## src/netcfg_pkg.sv

```systemverilog
// Package: register map, field layout and constants for the network config block
`default_nettype none
package netcfg_pkg;
  // APB register byte offsets
  localparam logic [7:0] OFF_CONFIG  = 8'h00; // Latched switch settings (RO)
  localparam logic [7:0] OFF_REMOTE  = 8'h04; // Remote input word (RW)
  localparam logic [7:0] OFF_CMD     = 8'h08; // Decoded command state (RO)
  localparam logic [7:0] OFF_STATUS  = 8'h0C; // Sticky events, read clears
  localparam logic [7:0] OFF_MASK    = 8'h10; // Interrupt mask (RW)
  localparam logic [7:0] OFF_LINKERR = 8'h14; // Link error report (W)
  // Remote word bit positions
  localparam int B_OPSEL = 0;  // 3 bits
  localparam int B_START = 3;
  localparam int B_HOME = 4;
  localparam int B_STOP = 5;
  localparam int B_FREE = 6;
  localparam int B_DSEL = 8;   // 3 bits
  localparam int B_SEQUENTIAL_START = 11;
  localparam int B_JOGP = 12;
  localparam int B_JOGM = 13;
  localparam int B_FORWARD = 14;
  localparam int B_REVERSE = 15;
  // Baud setting that selects the converter rate, and that rate
  localparam logic [3:0] BAUD_CONV = 4'h7;
  localparam int BAUD_CONV_BPS = 625000;
  localparam int CLK_HZ = 40000000;
  // Cycles per bit, rounded down
  localparam logic [7:0] BAUD_DIV = 8'(CLK_HZ / BAUD_CONV_BPS);
  localparam logic [7:0] BAUD_DIV_OTHER = 8'hFF; // Fallback divider
  // Status bits
  localparam int NEV = 4;
  localparam int EV_LINKERR = 0;
  localparam int EV_MOTION = 1;
  localparam int EV_STOPPED = 2;
  localparam int EV_CFG = 3;
  localparam logic [NEV-1:0] MASK_RST = 4'h0;
  localparam logic [15:0] REMOTE_RST = 16'h0000;
  localparam logic [31:0] RD_UNMAPPED = 32'h00000000;

  // Latched switch settings
  typedef struct packed {
    logic       term_enable;
    logic       term_mismatch;
    logic [3:0] baud;
    logic       to_converter;
    logic       range16;
    logic [3:0] node_addr;
  } cfg_t;

  // Decoded operation commands
  typedef struct packed {
    logic [2:0] op_sel;
    logic [2:0] dsel;
    logic       start;
    logic       home;
    logic       sequential_start;
    logic       jog_plus;
    logic       jog_minus;
    logic       forward;
    logic       reverse;
    logic       free;
  } cmd_t;

  // Init state machine
  typedef enum logic [1:0] {
    ST_RESET = 2'b00,
    ST_LATCH = 2'b01,
    ST_RUN   = 2'b10
  } init_st_t;
endpackage : netcfg_pkg
`default_nettype wire

```

## src/network_remote_io_config.sv

```systemverilog
// Network configuration and remote input decoder with APB registers
// Behaviour
// - Switch off means converter attached
// - Node address from rotary plus range
// - Setting 7 gives 625000 bps link
// - Switches sampled only at power-up
// - Both termination switches on enable 120 ohm
// - Remote word decoded by fixed bit map
// - Forward bit runs continuously while held
// - Link error lights error indicator
//
// Decided for this implementation: the address map and the APB slave port.
`default_nettype none
module network_remote_io_config (
  input wire logic CLK,
  input wire logic RST_N,
  input wire logic [31:0] PADDR,
  input wire logic PSEL,
  input wire logic PENABLE,
  input wire logic PWRITE,
  input wire logic [31:0] PWDATA,
  output logic [31:0] PRDATA,
  output logic PREADY,
  output logic PSLVERR,
  input wire logic LINK_PARTNER_SELECT,
  input wire logic ADDRESS_RANGE_SELECT,
  input wire logic [3:0] ADDRESS_ROTARY_SWITCH,
  input wire logic [3:0] BAUD_RATE_SWITCH,
  input wire logic TERM_SWITCH_1,
  input wire logic TERM_SWITCH_2,
  input wire logic LINK_ERROR_IN,
  output logic TERM_ENABLE,
  output logic LINK_ERROR_LED,
  output logic BAUD_TICK,
  output logic FORWARD_CONTINUOUS,
  output logic REVERSE_CONTINUOUS,
  output logic JOG_PLUS,
  output logic JOG_MINUS,
  output logic MOTION_STOP,
  output logic IRQ
);
  // Settings captured once after reset release
  netcfg_pkg::cfg_t cfg_r;
  netcfg_pkg::init_st_t st_r;
  // Remote input word written by the converter side
  logic [15:0] remote_r;
  // Sticky events and mask
  logic [netcfg_pkg::NEV-1:0] status_r;
  logic [netcfg_pkg::NEV-1:0] status_nxt;
  logic [netcfg_pkg::NEV-1:0] mask_r;
  // Bit clock divider
  logic [7:0] div_r;
  logic [7:0] div_nxt;
  logic err_r;
  logic stop_prev_r;
  logic motion_prev_r;

  // APB decode
  wire acc = PSEL && PENABLE;
  wire wr = acc && PWRITE;
  wire rd = acc && !PWRITE;
  wire [7:0] off = PADDR[7:0];
  wire mapped = (PADDR[31:8] == 24'h000000) && (off[1:0] == 2'b00) &&
    (off <= netcfg_pkg::OFF_LINKERR);
  wire wr_remote = wr && mapped && off == netcfg_pkg::OFF_REMOTE;
  wire wr_mask = wr && mapped && off == netcfg_pkg::OFF_MASK;
  wire wr_linkerr = wr && mapped && off == netcfg_pkg::OFF_LINKERR;
  wire rd_status = rd && mapped && off == netcfg_pkg::OFF_STATUS;

  netcfg_pkg::cmd_t cmd;
  assign cmd.op_sel = remote_r[netcfg_pkg::B_OPSEL +: 3];
  assign cmd.dsel = remote_r[netcfg_pkg::B_DSEL +: 3];
  assign cmd.start = remote_r[netcfg_pkg::B_START];
  assign cmd.home = remote_r[netcfg_pkg::B_HOME];
  assign cmd.sequential_start = remote_r[netcfg_pkg::B_SEQUENTIAL_START];
  assign cmd.jog_plus = remote_r[netcfg_pkg::B_JOGP];
  assign cmd.jog_minus = remote_r[netcfg_pkg::B_JOGM];
  assign cmd.forward = remote_r[netcfg_pkg::B_FORWARD];
  assign cmd.reverse = remote_r[netcfg_pkg::B_REVERSE];
  assign cmd.free = remote_r[netcfg_pkg::B_FREE];
  // Stop bit kept apart, it gates every motion request
  wire stop_in = remote_r[netcfg_pkg::B_STOP];
  // Only a converter-attached, running node accepts remote motion
  wire live = (st_r == netcfg_pkg::ST_RUN) && cfg_r.to_converter;

  wire go = live && !stop_in;
  // forward held while bit stays set
  // Opposing requests cancel, so the motor never gets both
  wire forward_nxt = go && cmd.forward && !cmd.reverse;
  wire reverse_nxt = go && cmd.reverse && !cmd.forward;
  wire jogp_nxt = go && cmd.jog_plus && !cmd.jog_minus;
  wire jogm_nxt = go && cmd.jog_minus && !cmd.jog_plus;
  wire moving = forward_nxt || reverse_nxt || jogp_nxt || jogm_nxt;

  wire err_nxt = LINK_ERROR_IN || (wr_linkerr && PWDATA[0]) ||
    (live && cfg_r.term_mismatch);

  wire [7:0] div_load = (cfg_r.baud == netcfg_pkg::BAUD_CONV) ?
    netcfg_pkg::BAUD_DIV : netcfg_pkg::BAUD_DIV_OTHER;
  wire tick = (st_r == netcfg_pkg::ST_RUN) && (div_r == 8'h01);
  assign div_nxt = (st_r != netcfg_pkg::ST_RUN || div_r == 8'h01) ?
    div_load : div_r - 8'h01;

  // Event sources; set wins over read clear
  wire [netcfg_pkg::NEV-1:0] ev;
  assign ev[netcfg_pkg::EV_LINKERR] = err_nxt && !err_r;
  assign ev[netcfg_pkg::EV_MOTION] = moving && !motion_prev_r;
  assign ev[netcfg_pkg::EV_STOPPED] = stop_in && !stop_prev_r && live;
  assign ev[netcfg_pkg::EV_CFG] = (st_r == netcfg_pkg::ST_LATCH);
  assign status_nxt = (rd_status ? '0 : status_r) | ev;

  // Read mux
  wire [31:0] rd_cfg = {20'h00000, cfg_r.node_addr[3:0], 1'b0,
    cfg_r.term_mismatch, cfg_r.term_enable, cfg_r.to_converter,
    cfg_r.range16, cfg_r.baud[2:0]};
  wire [31:0] rd_cmd = {16'h0000, cmd.reverse && go, cmd.forward && go,
    cmd.jog_minus, cmd.jog_plus, cmd.sequential_start, cmd.dsel, 1'b0, cmd.free,
    stop_in, cmd.home, cmd.start, cmd.op_sel};
  wire [31:0] rd_mux =
    !mapped ? netcfg_pkg::RD_UNMAPPED :
    off == netcfg_pkg::OFF_CONFIG ? rd_cfg :
    off == netcfg_pkg::OFF_REMOTE ? {16'h0000, remote_r} :
    off == netcfg_pkg::OFF_CMD ? rd_cmd :
    // Next value, so an event set in the setup cycle is not lost
    off == netcfg_pkg::OFF_STATUS ? {28'h0000000, status_nxt} :
    off == netcfg_pkg::OFF_MASK ? {28'h0000000, mask_r} :
    {31'h00000000, err_r};

  // Init sequence: latch once, then run until next reset
  always_ff @(posedge CLK or negedge RST_N) begin
    if (!RST_N) begin
      st_r <= netcfg_pkg::ST_RESET;
    end else begin
      case (st_r)
        netcfg_pkg::ST_RESET: st_r <= netcfg_pkg::ST_LATCH;
        netcfg_pkg::ST_LATCH: st_r <= netcfg_pkg::ST_RUN;
        netcfg_pkg::ST_RUN: st_r <= netcfg_pkg::ST_RUN;
        default: st_r <= netcfg_pkg::ST_RESET;
      endcase
    end
  end

  // switches captured only in latch state
  always_ff @(posedge CLK or negedge RST_N) begin
    if (!RST_N) begin
      cfg_r <= '0;
    end else if (st_r == netcfg_pkg::ST_LATCH) begin
      cfg_r.to_converter <= !LINK_PARTNER_SELECT;
      cfg_r.node_addr <= ADDRESS_ROTARY_SWITCH;
      cfg_r.range16 <= ADDRESS_RANGE_SELECT;
      cfg_r.baud <= BAUD_RATE_SWITCH;
      cfg_r.term_enable <= TERM_SWITCH_1 && TERM_SWITCH_2;
      cfg_r.term_mismatch <= TERM_SWITCH_1 ^ TERM_SWITCH_2;
    end
  end

  // Register writes
  always_ff @(posedge CLK or negedge RST_N) begin
    if (!RST_N) begin
      remote_r <= netcfg_pkg::REMOTE_RST;
      mask_r <= netcfg_pkg::MASK_RST;
    end else begin
      if (wr_remote) remote_r <= PWDATA[15:0];
      if (wr_mask) mask_r <= PWDATA[netcfg_pkg::NEV-1:0];
    end
  end

  // Status, edge history and divider
  always_ff @(posedge CLK or negedge RST_N) begin
    if (!RST_N) begin
      status_r <= '0;
      err_r <= 1'b0;
      stop_prev_r <= 1'b0;
      motion_prev_r <= 1'b0;
      div_r <= 8'h00;
    end else begin
      status_r <= status_nxt;
      err_r <= err_nxt;
      stop_prev_r <= stop_in;
      motion_prev_r <= moving;
      div_r <= div_nxt;
    end
  end

  // Registered outputs
  always_ff @(posedge CLK or negedge RST_N) begin
    if (!RST_N) begin
      PRDATA <= 32'h00000000;
      PREADY <= 1'b0;
      PSLVERR <= 1'b0;
      TERM_ENABLE <= 1'b0;
      LINK_ERROR_LED <= 1'b0;
      BAUD_TICK <= 1'b0;
      FORWARD_CONTINUOUS <= 1'b0;
      REVERSE_CONTINUOUS <= 1'b0;
      JOG_PLUS <= 1'b0;
      JOG_MINUS <= 1'b0;
      MOTION_STOP <= 1'b0;
      IRQ <= 1'b0;
    end else begin
      // No wait state: ready in the first access cycle after setup
      PREADY <= PSEL && !PENABLE;
      PSLVERR <= PSEL && !PENABLE && !((PADDR[31:8] == 24'h000000) &&
        (off[1:0] == 2'b00) && (off <= netcfg_pkg::OFF_LINKERR));
      PRDATA <= rd_mux;
      TERM_ENABLE <= cfg_r.term_enable;
      LINK_ERROR_LED <= err_nxt;
      BAUD_TICK <= tick;
      FORWARD_CONTINUOUS <= forward_nxt;
      REVERSE_CONTINUOUS <= reverse_nxt;
      JOG_PLUS <= jogp_nxt;
      JOG_MINUS <= jogm_nxt;
      MOTION_STOP <= stop_in || !live;
      IRQ <= |(status_nxt & mask_r);
    end
  end
endmodule // network_remote_io_config
`default_nettype wire

```

## config.mk

```make
export PLATFORM = sky130hd
export DESIGN_NAME = network_remote_io_config
export DESIGN_NICKNAME = d
export VERILOG_FILES = /design/src/netcfg_pkg.sv /design/src/network_remote_io_config.sv
export SDC_FILE = /design/constraint.sdc
export NUM_CORES = 1
export LEC_CHECK = 0
export BUFFER_PORTS_ARGS = -buffer_cell sky130_fd_sc_hd__buf_2
export CORE_MARGIN = 2
export CORE_UTILIZATION = 49
export DETAILED_ROUTE_END_ITERATION = 16
export PLACE_DENSITY = 0.79
export SKIP_LAST_GASP = 1
export SLEW_MARGIN = 10
export SYNTH_ARGS = -nofsm -noshare
export SYNTH_HDL_FRONTEND = slang
export SYNTH_SLANG_ARGS = --single-unit
```

## constraint.sdc

```tcl
create_clock -name CLK -period 2.7 [get_ports CLK]
set_input_delay 0.54 -clock CLK [delete_from_list [all_inputs] [get_ports CLK]]
set_output_delay 0.54 -clock CLK [all_outputs]
set_load 0.005 [all_outputs]
```

==> impl_summary.txt, run 1 <==
----------------------------------------------------
[Outcome]
  Outcome ... finished, final reports clean

[GRT]
  Vias in the first global route ... 2636
  Number of antenna violations at the first check in global routing ... 0
  Total grt overflow ... 0
  Pin count of the biggest net entering global routing ... 76
  First-pass GRT wire length ... 12300 um
  Gr usage total ... 0.213

[Clocking]
  Clock Latency Late Sink ... 0.35 ns
  Master cell of the clock root buffer ... sky130_fd_sc_hd__clkbuf_8
  CTS tree ... done
  Clock tree sinks ... 75
  Clock-pin slew of the registers on the worst-case setup and hold paths ... 0.08 ns
  Total of hold buffers inserted after clock tree synthesis ... 0
  Number of buffers on the longest clock path ... 2
  Setup bufs post-CTS ... 0
  Number of buffers inserted during clock tree synthesis ... 9
  PostCTS Resize Cnt ... 0
  H-Tree Depth ... 3

[Worst setup path]
  Kind of launch point of the worst setup path ... input pin
  Critical path startpoint ... PADDR[1]
  Critical Path RT ... 2.94 ns
  Classification of the worst setup path ... in2reg
  RR Startpoint ... div_r[3]$_DFF_PN0_
  WP data arrival ... 2.68 ns
  Worst-path maximum fanout ... 3
  Capturing element type of the critical path ... flip-flop

[Cells and area]
  Area growth from synthesis to layout ... 22.5%
  Non-filler cells in the finished layout ... 483
  Number of fill cells ... 549
  Design area ... 0.00417 mm2
  End-of-flow core utilization ... 0.617
  Area of combinational cells with multiple inputs ... 0.00140 mm2
  Sequential cell area ... 0.00188 mm2
  Final #Nets ... 487
  ANT cells ... 0
  Share of post-route cells with drive strength above 1 ... 0.409

[Route]
  Wire length per cell ... 16.0 um
  Count of antenna-violating nets left after detailed routing ... 0
  Via count ... 2608
  Post-detailed-route via-to-cell ratio ... 5.40
  Number of design rule violations left after detail routing ... 0
  Initial DRT Pass Iterations ... 4
  First DRT Iteration DRCs ... 167
  DRT Wirelength ... 7720 um

[Die]
  Height of the chip ... 87.3 um
  Placeable core area ... 0.00676 mm2
  Horizontal die dimension ... 87.3 um
  I/O Pins ... 125
  Die footprint ... 0.00763 mm2
  Starting Density ... 0.504
  Placement Rows ... 30

[STA]
  Final setup violation count ... 0
  RSZ-0062 raised after global routing ... no
  Number of max-slew violations in the final report ... 0
  Worst max-slew margin expressed relative to the limit ... 0.622
  Total negative slack for setup checks ... 0 ns
  Count of final hold-check violations ... 0
  Setup skew after layout ... 0.0120 ns
  Final critical delay including setup and external delays ... 2.44 ns
  Transition at the pin with the smallest max-transition slack ... 0.565 ns
  Achievable Freq ... 409 MHz
  Share of the cycle needed by the critical path after routing ... 0.905

[Min path]
  Hold crit path type ... in2async

[Job]
  Max cap viols ... 0

[Yosys]
  Synthesis Warnings ... 0
  Predominant post-synthesis flop cell ... sky130_fd_sc_hd__dfrtp_1
  Proportion of synthesized chip area in sequential cells ... 0.552
  Count of unique library cells instantiated by Yosys ... 47
  Gate count of the mapped netlist ... 291
  Synth Register Bits ... 75
  Synthesized area ... 0.00340 mm2
  Avg Inst Size Synth ... 11.7 um2
  Number of synthesized flops with an enable pin ... 0
  Fraction of registers with async set/reset ... 1.00

[Pwr]
  Power Density ... 484 mW/mm2
  Peak VDD IR ... 0.000235 V
  Leakage Power ... 2.08 nW
  Total power ... 0.00202 W

[Placement]
  Final Wtd Congestion ... 0.847
  Area after detailed placement ... 0.00401 mm2
  DP Cell Count ... 468
  Post-detailed-placement half-perimeter wirelength ... 5700 um
  I/O Buffers ... 92

----------------------------------------------------
-- area by class of cell --
class / instances / share of cell area
flip-flops and latches: 75 / 0.450
multi-input cells: 196 / 0.335
repair buffers: 107 / 0.143
clock buffers: 12 / 0.0348
well taps: 80 / 0.0240
inverters: 10 / 0.00900
clock inverters: 3 / 0.00360
-- metal layers --
layer	vias up	track usage	share of wire	routed length, um
met5	-	0	0	0
met4	0	0.0965	0.022	172
met3	12	0.0445	0.052	405
met2	86	0.343	0.50	3870
met1	1283	0.276	0.42	3270
li1	1227	-	-	-
-- metrics by stage --
step / hold slack [ns] / setup WS (ns)
5_1_grt: 0.254 / 0.240
3_3_place_gp: 0.383 / -0.0758
4_1_cts: 0.235 / 0.272
6_report: 0.219 / 0.257
3_5_place_dp: 0.390 / -0.106
2_1_floorplan: 0.244 / -0.0368
-- report_power, final --
group | leakage, nW | switching [W] | internal, W
combinational | 1.02 | 0.0000730 | 0.0000613
sequential | 0.974 | 0.00000947 | 0.00114
clock | 0.0860 | 0.000387 | 0.000350
-- cell usage in the layout, fill, tap and decap left out, drive strengths merged, types with 7 or more instances in the layout --
master and n:
o21ai 16, nor4 8, mux2 31, buf 107, a21oi 9, conb 16
inv 10, clkbuf 12, nand3 7, dfrtp 75, a22oi 7, nor2 17
nor3 7, nand2 10
-- sequential cells by signal, summed over array words and instances, names as in the netlist, 2 cells and up --
signal,cells
PRDATA,16
remote_r,16
cfg_r,12
div_r,8
mask_r,4
status_r,4
st_r,2
-- cell families after synthesis --
family	Yosys count	share of synthesized area
xor gates and xnor gates	7	0.0180
DFF	75	0.552
and+or+nand+nor	88	0.153
muxes	31	0.103
AOI/OAI and AO/OA	47	0.0901
other	1	0.00110
buffers and inverters	35	0.0588
adders and majority gates	7	0.0250
-- critical path: stages --
cell,delay (ns)
sky130_fd_sc_hd__buf_2,0.10
sky130_fd_sc_hd__or4_4,0.54
sky130_fd_sc_hd__or4_4,0.56
sky130_fd_sc_hd__or3_4,0.35
sky130_fd_sc_hd__a221o_1,0.32
sky130_fd_sc_hd__a221o_1,0.27
-- synth_stat cells (6+ instances only) --
library cell | n | area, um2
sky130_fd_sc_hd__buf_4 | 16 | 120
sky130_fd_sc_hd__xnor2_1 | 6 | 52.6
sky130_fd_sc_hd__nand2_1 | 10 | 37.5
sky130_fd_sc_hd__nor4_1 | 8 | 50.1
sky130_fd_sc_hd__o21ai_0 | 16 | 80.1
sky130_fd_sc_hd__nor2_1 | 17 | 63.8
sky130_fd_sc_hd__mux2_2 | 31 | 349
sky130_fd_sc_hd__nor3_1 | 7 | 35.0
sky130_fd_sc_hd__dfrtp_1 | 75 | 1880
sky130_fd_sc_hd__ha_1 | 6 | 75.1
sky130_fd_sc_hd__a22oi_1 | 7 | 52.6
sky130_fd_sc_hd__a21oi_1 | 9 | 45.0
sky130_fd_sc_hd__and3_1 | 6 | 37.5
sky130_fd_sc_hd__nand3_1 | 7 | 35.0
sky130_fd_sc_hd__inv_1 | 10 | 37.5
sky130_fd_sc_hd__clkbuf_1 | 7 | 26.3
-- path summary, 6_finish.rpt --
check,slack (ns),to,cells past startpoint
max in group asynchronous,2.18,REVERSE_CONTINUOUS$_DFF_PN0_,2
worst min-delay path,0.22,cfg_r[2]$_DFFE_PN0N_,2
worst min register to register,0.41,TERM_ENABLE$_DFF_PN0_,0
worst max-delay path,0.26,IRQ$_DFF_PN0_,6
min in group CLK,0.37,cfg_r[5]$_DFFE_PN0N_,2
worst max register to register,0.44,div_r[3]$_DFF_PN0_,5
(Power assumes the default switching activity.)
==> run 2, diff against run 1 <==
--- a/config.mk
+++ b/config.mk
@@ -7,9 +7,12 @@
 export LEC_CHECK = 0
 export BUFFER_PORTS_ARGS = -buffer_cell sky130_fd_sc_hd__buf_2
 export CORE_MARGIN = 2
-export CORE_UTILIZATION = 49
+export CORE_UTILIZATION = 51
+export CTS_BUF_LIST = sky130_fd_sc_hd__clkbuf_8
 export DETAILED_ROUTE_END_ITERATION = 16
-export PLACE_DENSITY = 0.79
+export HOLD_SLACK_MARGIN = 0.1
+export MAX_ROUTING_LAYER = met4
+export PLACE_DENSITY = 0.82
 export SKIP_LAST_GASP = 1
 export SLEW_MARGIN = 10
 export SYNTH_ARGS = -nofsm -noshare
==> impl_summary.txt, run 2 (same netlist as run 1, synthesis figures left out) <==
----------------------------------------------------
[Route]
  Via count ... 2584 (was 2608)
  DRT Wirelength ... 7670 um (was 7720 um)
  Wire length per cell ... 16.0 um (about the same)
  First DRT Iteration DRCs ... 124 (was 167)
  Initial DRT Pass Iterations ... 4 (unchanged)
  Post-detailed-route via-to-cell ratio ... 5.39 (was 5.40)
  Count of antenna-violating nets left after detailed routing ... 0 (unchanged)
  Number of design rule violations left after detail routing ... 0 (unchanged)

[Clocking]
  CTS tree ... done (unchanged)
  Master cell of the clock root buffer ... sky130_fd_sc_hd__clkbuf_8 (unchanged)
  Number of buffers on the longest clock path ... 2 (unchanged)
  Clock Latency Late Sink ... 0.35 ns (about the same)
  Clock-pin slew of the registers on the worst-case setup and hold paths ... 0.07 ns (was 0.08 ns)
  Number of buffers inserted during clock tree synthesis ... 9 (unchanged)
  Total of hold buffers inserted after clock tree synthesis ... 0 (unchanged)
  PostCTS Resize Cnt ... 0 (unchanged)
  Clock tree sinks ... 75 (unchanged)
  Setup bufs post-CTS ... 0 (unchanged)
  H-Tree Depth ... 3 (unchanged)

[STA]
  Final critical delay including setup and external delays ... 2.43 ns (was 2.44 ns)
  Final setup violation count ... 0 (unchanged)
  Count of final hold-check violations ... 0 (unchanged)
  Post-Route Hold Slack ... 0.186 ns (was 0.219 ns)
  Transition at the pin with the smallest max-transition slack ... 0.720 ns (was 0.565 ns)
  RSZ-0062 raised after global routing ... no (unchanged)
  Worst max-slew margin expressed relative to the limit ... 0.520 (was 0.622)
  Achievable Freq ... 411 MHz (was 409 MHz)
  Number of max-slew violations in the final report ... 0 (unchanged)
  Share of the cycle needed by the critical path after routing ... 0.900 (was 0.905)
  Setup skew after layout ... 0.00618 ns (was 0.0120 ns)

[Cells and area]
  Most common library cell in the layout ignoring fill and taps ... sky130_fd_sc_hd__buf_2 (unchanged)
  Area growth from synthesis to layout ... 22.4% (was 22.5%)
  ANT cells ... 0 (unchanged)
  Final #Nets ... 486 (was 487)
  Share of post-route cells with drive strength above 1 ... 0.413 (was 0.409)
  Most frequent cells in the layout ... sky130_fd_sc_hd__buf_2, sky130_fd_sc_hd__dfrtp_1, sky130_fd_sc_hd__mux2_2 (unchanged)
  Sequential cell area ... 0.00188 mm2 (unchanged)
  Biggest regs ... PRDATA x16, remote_r x16, cfg_r x12 (unchanged)
  Area of combinational cells with multiple inputs ... 0.00140 mm2 (unchanged)
  Number of fill cells ... 529 (was 549)

[Die]
  Height of the chip ... 85.7 um (was 87.3 um)
  Placeable core area ... 0.00639 mm2 (was 0.00676 mm2)
  Placement Rows ... 29 (was 30)
  Horizontal die dimension ... 85.7 um (was 87.3 um)
  Starting Density ... 0.533 (was 0.504)
  I/O Pins ... 125 (unchanged)
  Die footprint ... 0.00734 mm2 (was 0.00763 mm2)

[Worst setup path]
  Kind of launch point of the worst setup path ... input pin (unchanged)
  Capturing element type of the critical path ... flip-flop (unchanged)
  WP data arrival ... 2.66 ns (was 2.68 ns)
  Classification of the worst setup path ... in2reg (unchanged)
  Crit Reg-Reg Endpoint ... div_r[5]$_DFF_PN0_ (was div_r[3]$_DFF_PN0_)
  Length in cells of the worst reg-to-reg path ... 5 (unchanged)
  R2R Setup Slk ... 0.43 ns (was 0.44 ns)
  Critical Path RT ... 2.93 ns (was 2.94 ns)
  Worst-path maximum fanout ... 3 (unchanged)
  RR Startpoint ... div_r[3]$_DFF_PN0_ (unchanged)

[GRT]
  Total grt overflow ... 0 (unchanged)
  First-pass GRT wire length ... 12500 um (was 12300 um)
  Number of antenna violations at the first check in global routing ... 0 (unchanged)
  Gr usage total ... 0.229 (was 0.213)
  Vias in the first global route ... 2611 (was 2636)
  Pin count of the biggest net entering global routing ... 31 (was 76)

[Min path]
  Hold crit path type ... in2async (unchanged)

[Outcome]
  Outcome ... finished, final reports clean (unchanged)

[Placement]
  Post-detailed-placement half-perimeter wirelength ... 5890 um (was 5700 um)
  Final Wtd Congestion ... 0.921 (was 0.847)
  I/O Buffers ... 92 (unchanged)

[Pwr]
  Peak VDD IR ... 0.000461 V (was 0.000235 V)
  Leakage Power ... 2.08 nW (about the same)
  Power Density ... 509 mW/mm2 (was 484 mW/mm2)
  Total power ... 0.00212 W (was 0.00202 W)

[Job]
  Max cap viols ... 0 (unchanged)

----------------------------------------------------
## run 2: cell types whose count changed in the layout (fill, tap and decap cells not counted), sizes merged
cell | before | now
bufinv | 0 | 1
clkbuf | 12 | 10
buf | 107 | 106
clkinv | 3 | 4
## run 2: report_power, final
part	total, W	switching, W	internal (W)
clock network	0.000842	0.000399	0.000443
registers	0.00115	0.00000941	0.00114
logic	0.000131	0.0000719	0.0000591
total	0.00212	0.000480	0.00164
## run 2: cell type report
cell class / instances / share of cell area
clock inverter: 5 / 0.0129
inverter: 10 / 0.00901
clock buffer: 10 / 0.0331
timing repair buffer: 106 / 0.136
sequential: 75 / 0.451
multi-input combinational: 196 / 0.335
tap: 77 / 0.0231
## run 2: per-stage QoR
| step | instance area [um2] | setup WS, ns | setup TNS (ns) | std cells | utilization |
|---|---|---|---|---|---|
| after floorplan | 3470 | -0.0368 | -0.146 | 306 | - |
| after global placement | 3970 | -0.0751 | -0.0751 | 464 | 0.622 |
| after detailed placement | 3970 | -0.0945 | -0.0945 | 464 | 0.622 |
| after CTS | 4160 | 0.272 | 0 | 479 | 0.652 |
| after global routing | 4160 | 0.231 | 0 | 479 | 0.652 |
| final | 4160 | 0.269 | 0 | 479 | 0.652 |
## run 2: critical path, cell delays in order
cell and delay (ns):
sky130_fd_sc_hd__buf_2 0.10, sky130_fd_sc_hd__or4_4 0.54, sky130_fd_sc_hd__or4_4 0.56, sky130_fd_sc_hd__or3_4 0.35
sky130_fd_sc_hd__a221o_1 0.31, sky130_fd_sc_hd__a221o_1 0.27
## run 2: how the worst max path moves through the flow
stage | from | endpoint | slack [ns] | cells after the start
after floorplan | PADDR[1] | IRQ$_DFF_PN0_ | -0.04 | 6
after global placement | PADDR[1] | IRQ$_DFF_PN0_ | -0.08 | 6
after detailed placement | PADDR[1] | IRQ$_DFF_PN0_ | -0.09 | 6
after CTS | PADDR[1] | IRQ$_DFF_PN0_ | 0.27 | 6
after global routing | PADDR[1] | IRQ$_DFF_PN0_ | 0.23 | 6
final | PADDR[1] | IRQ$_DFF_PN0_ | 0.27 | 6
## run 2: routing by layer
metal,routed length (um),track usage,vias up
li1,-,-,1223
met1,3240,0.288,1270
met2,3900,0.366,78
met3,390,0.0443,13
met4,138,0.0895,0
met5,0,-,-
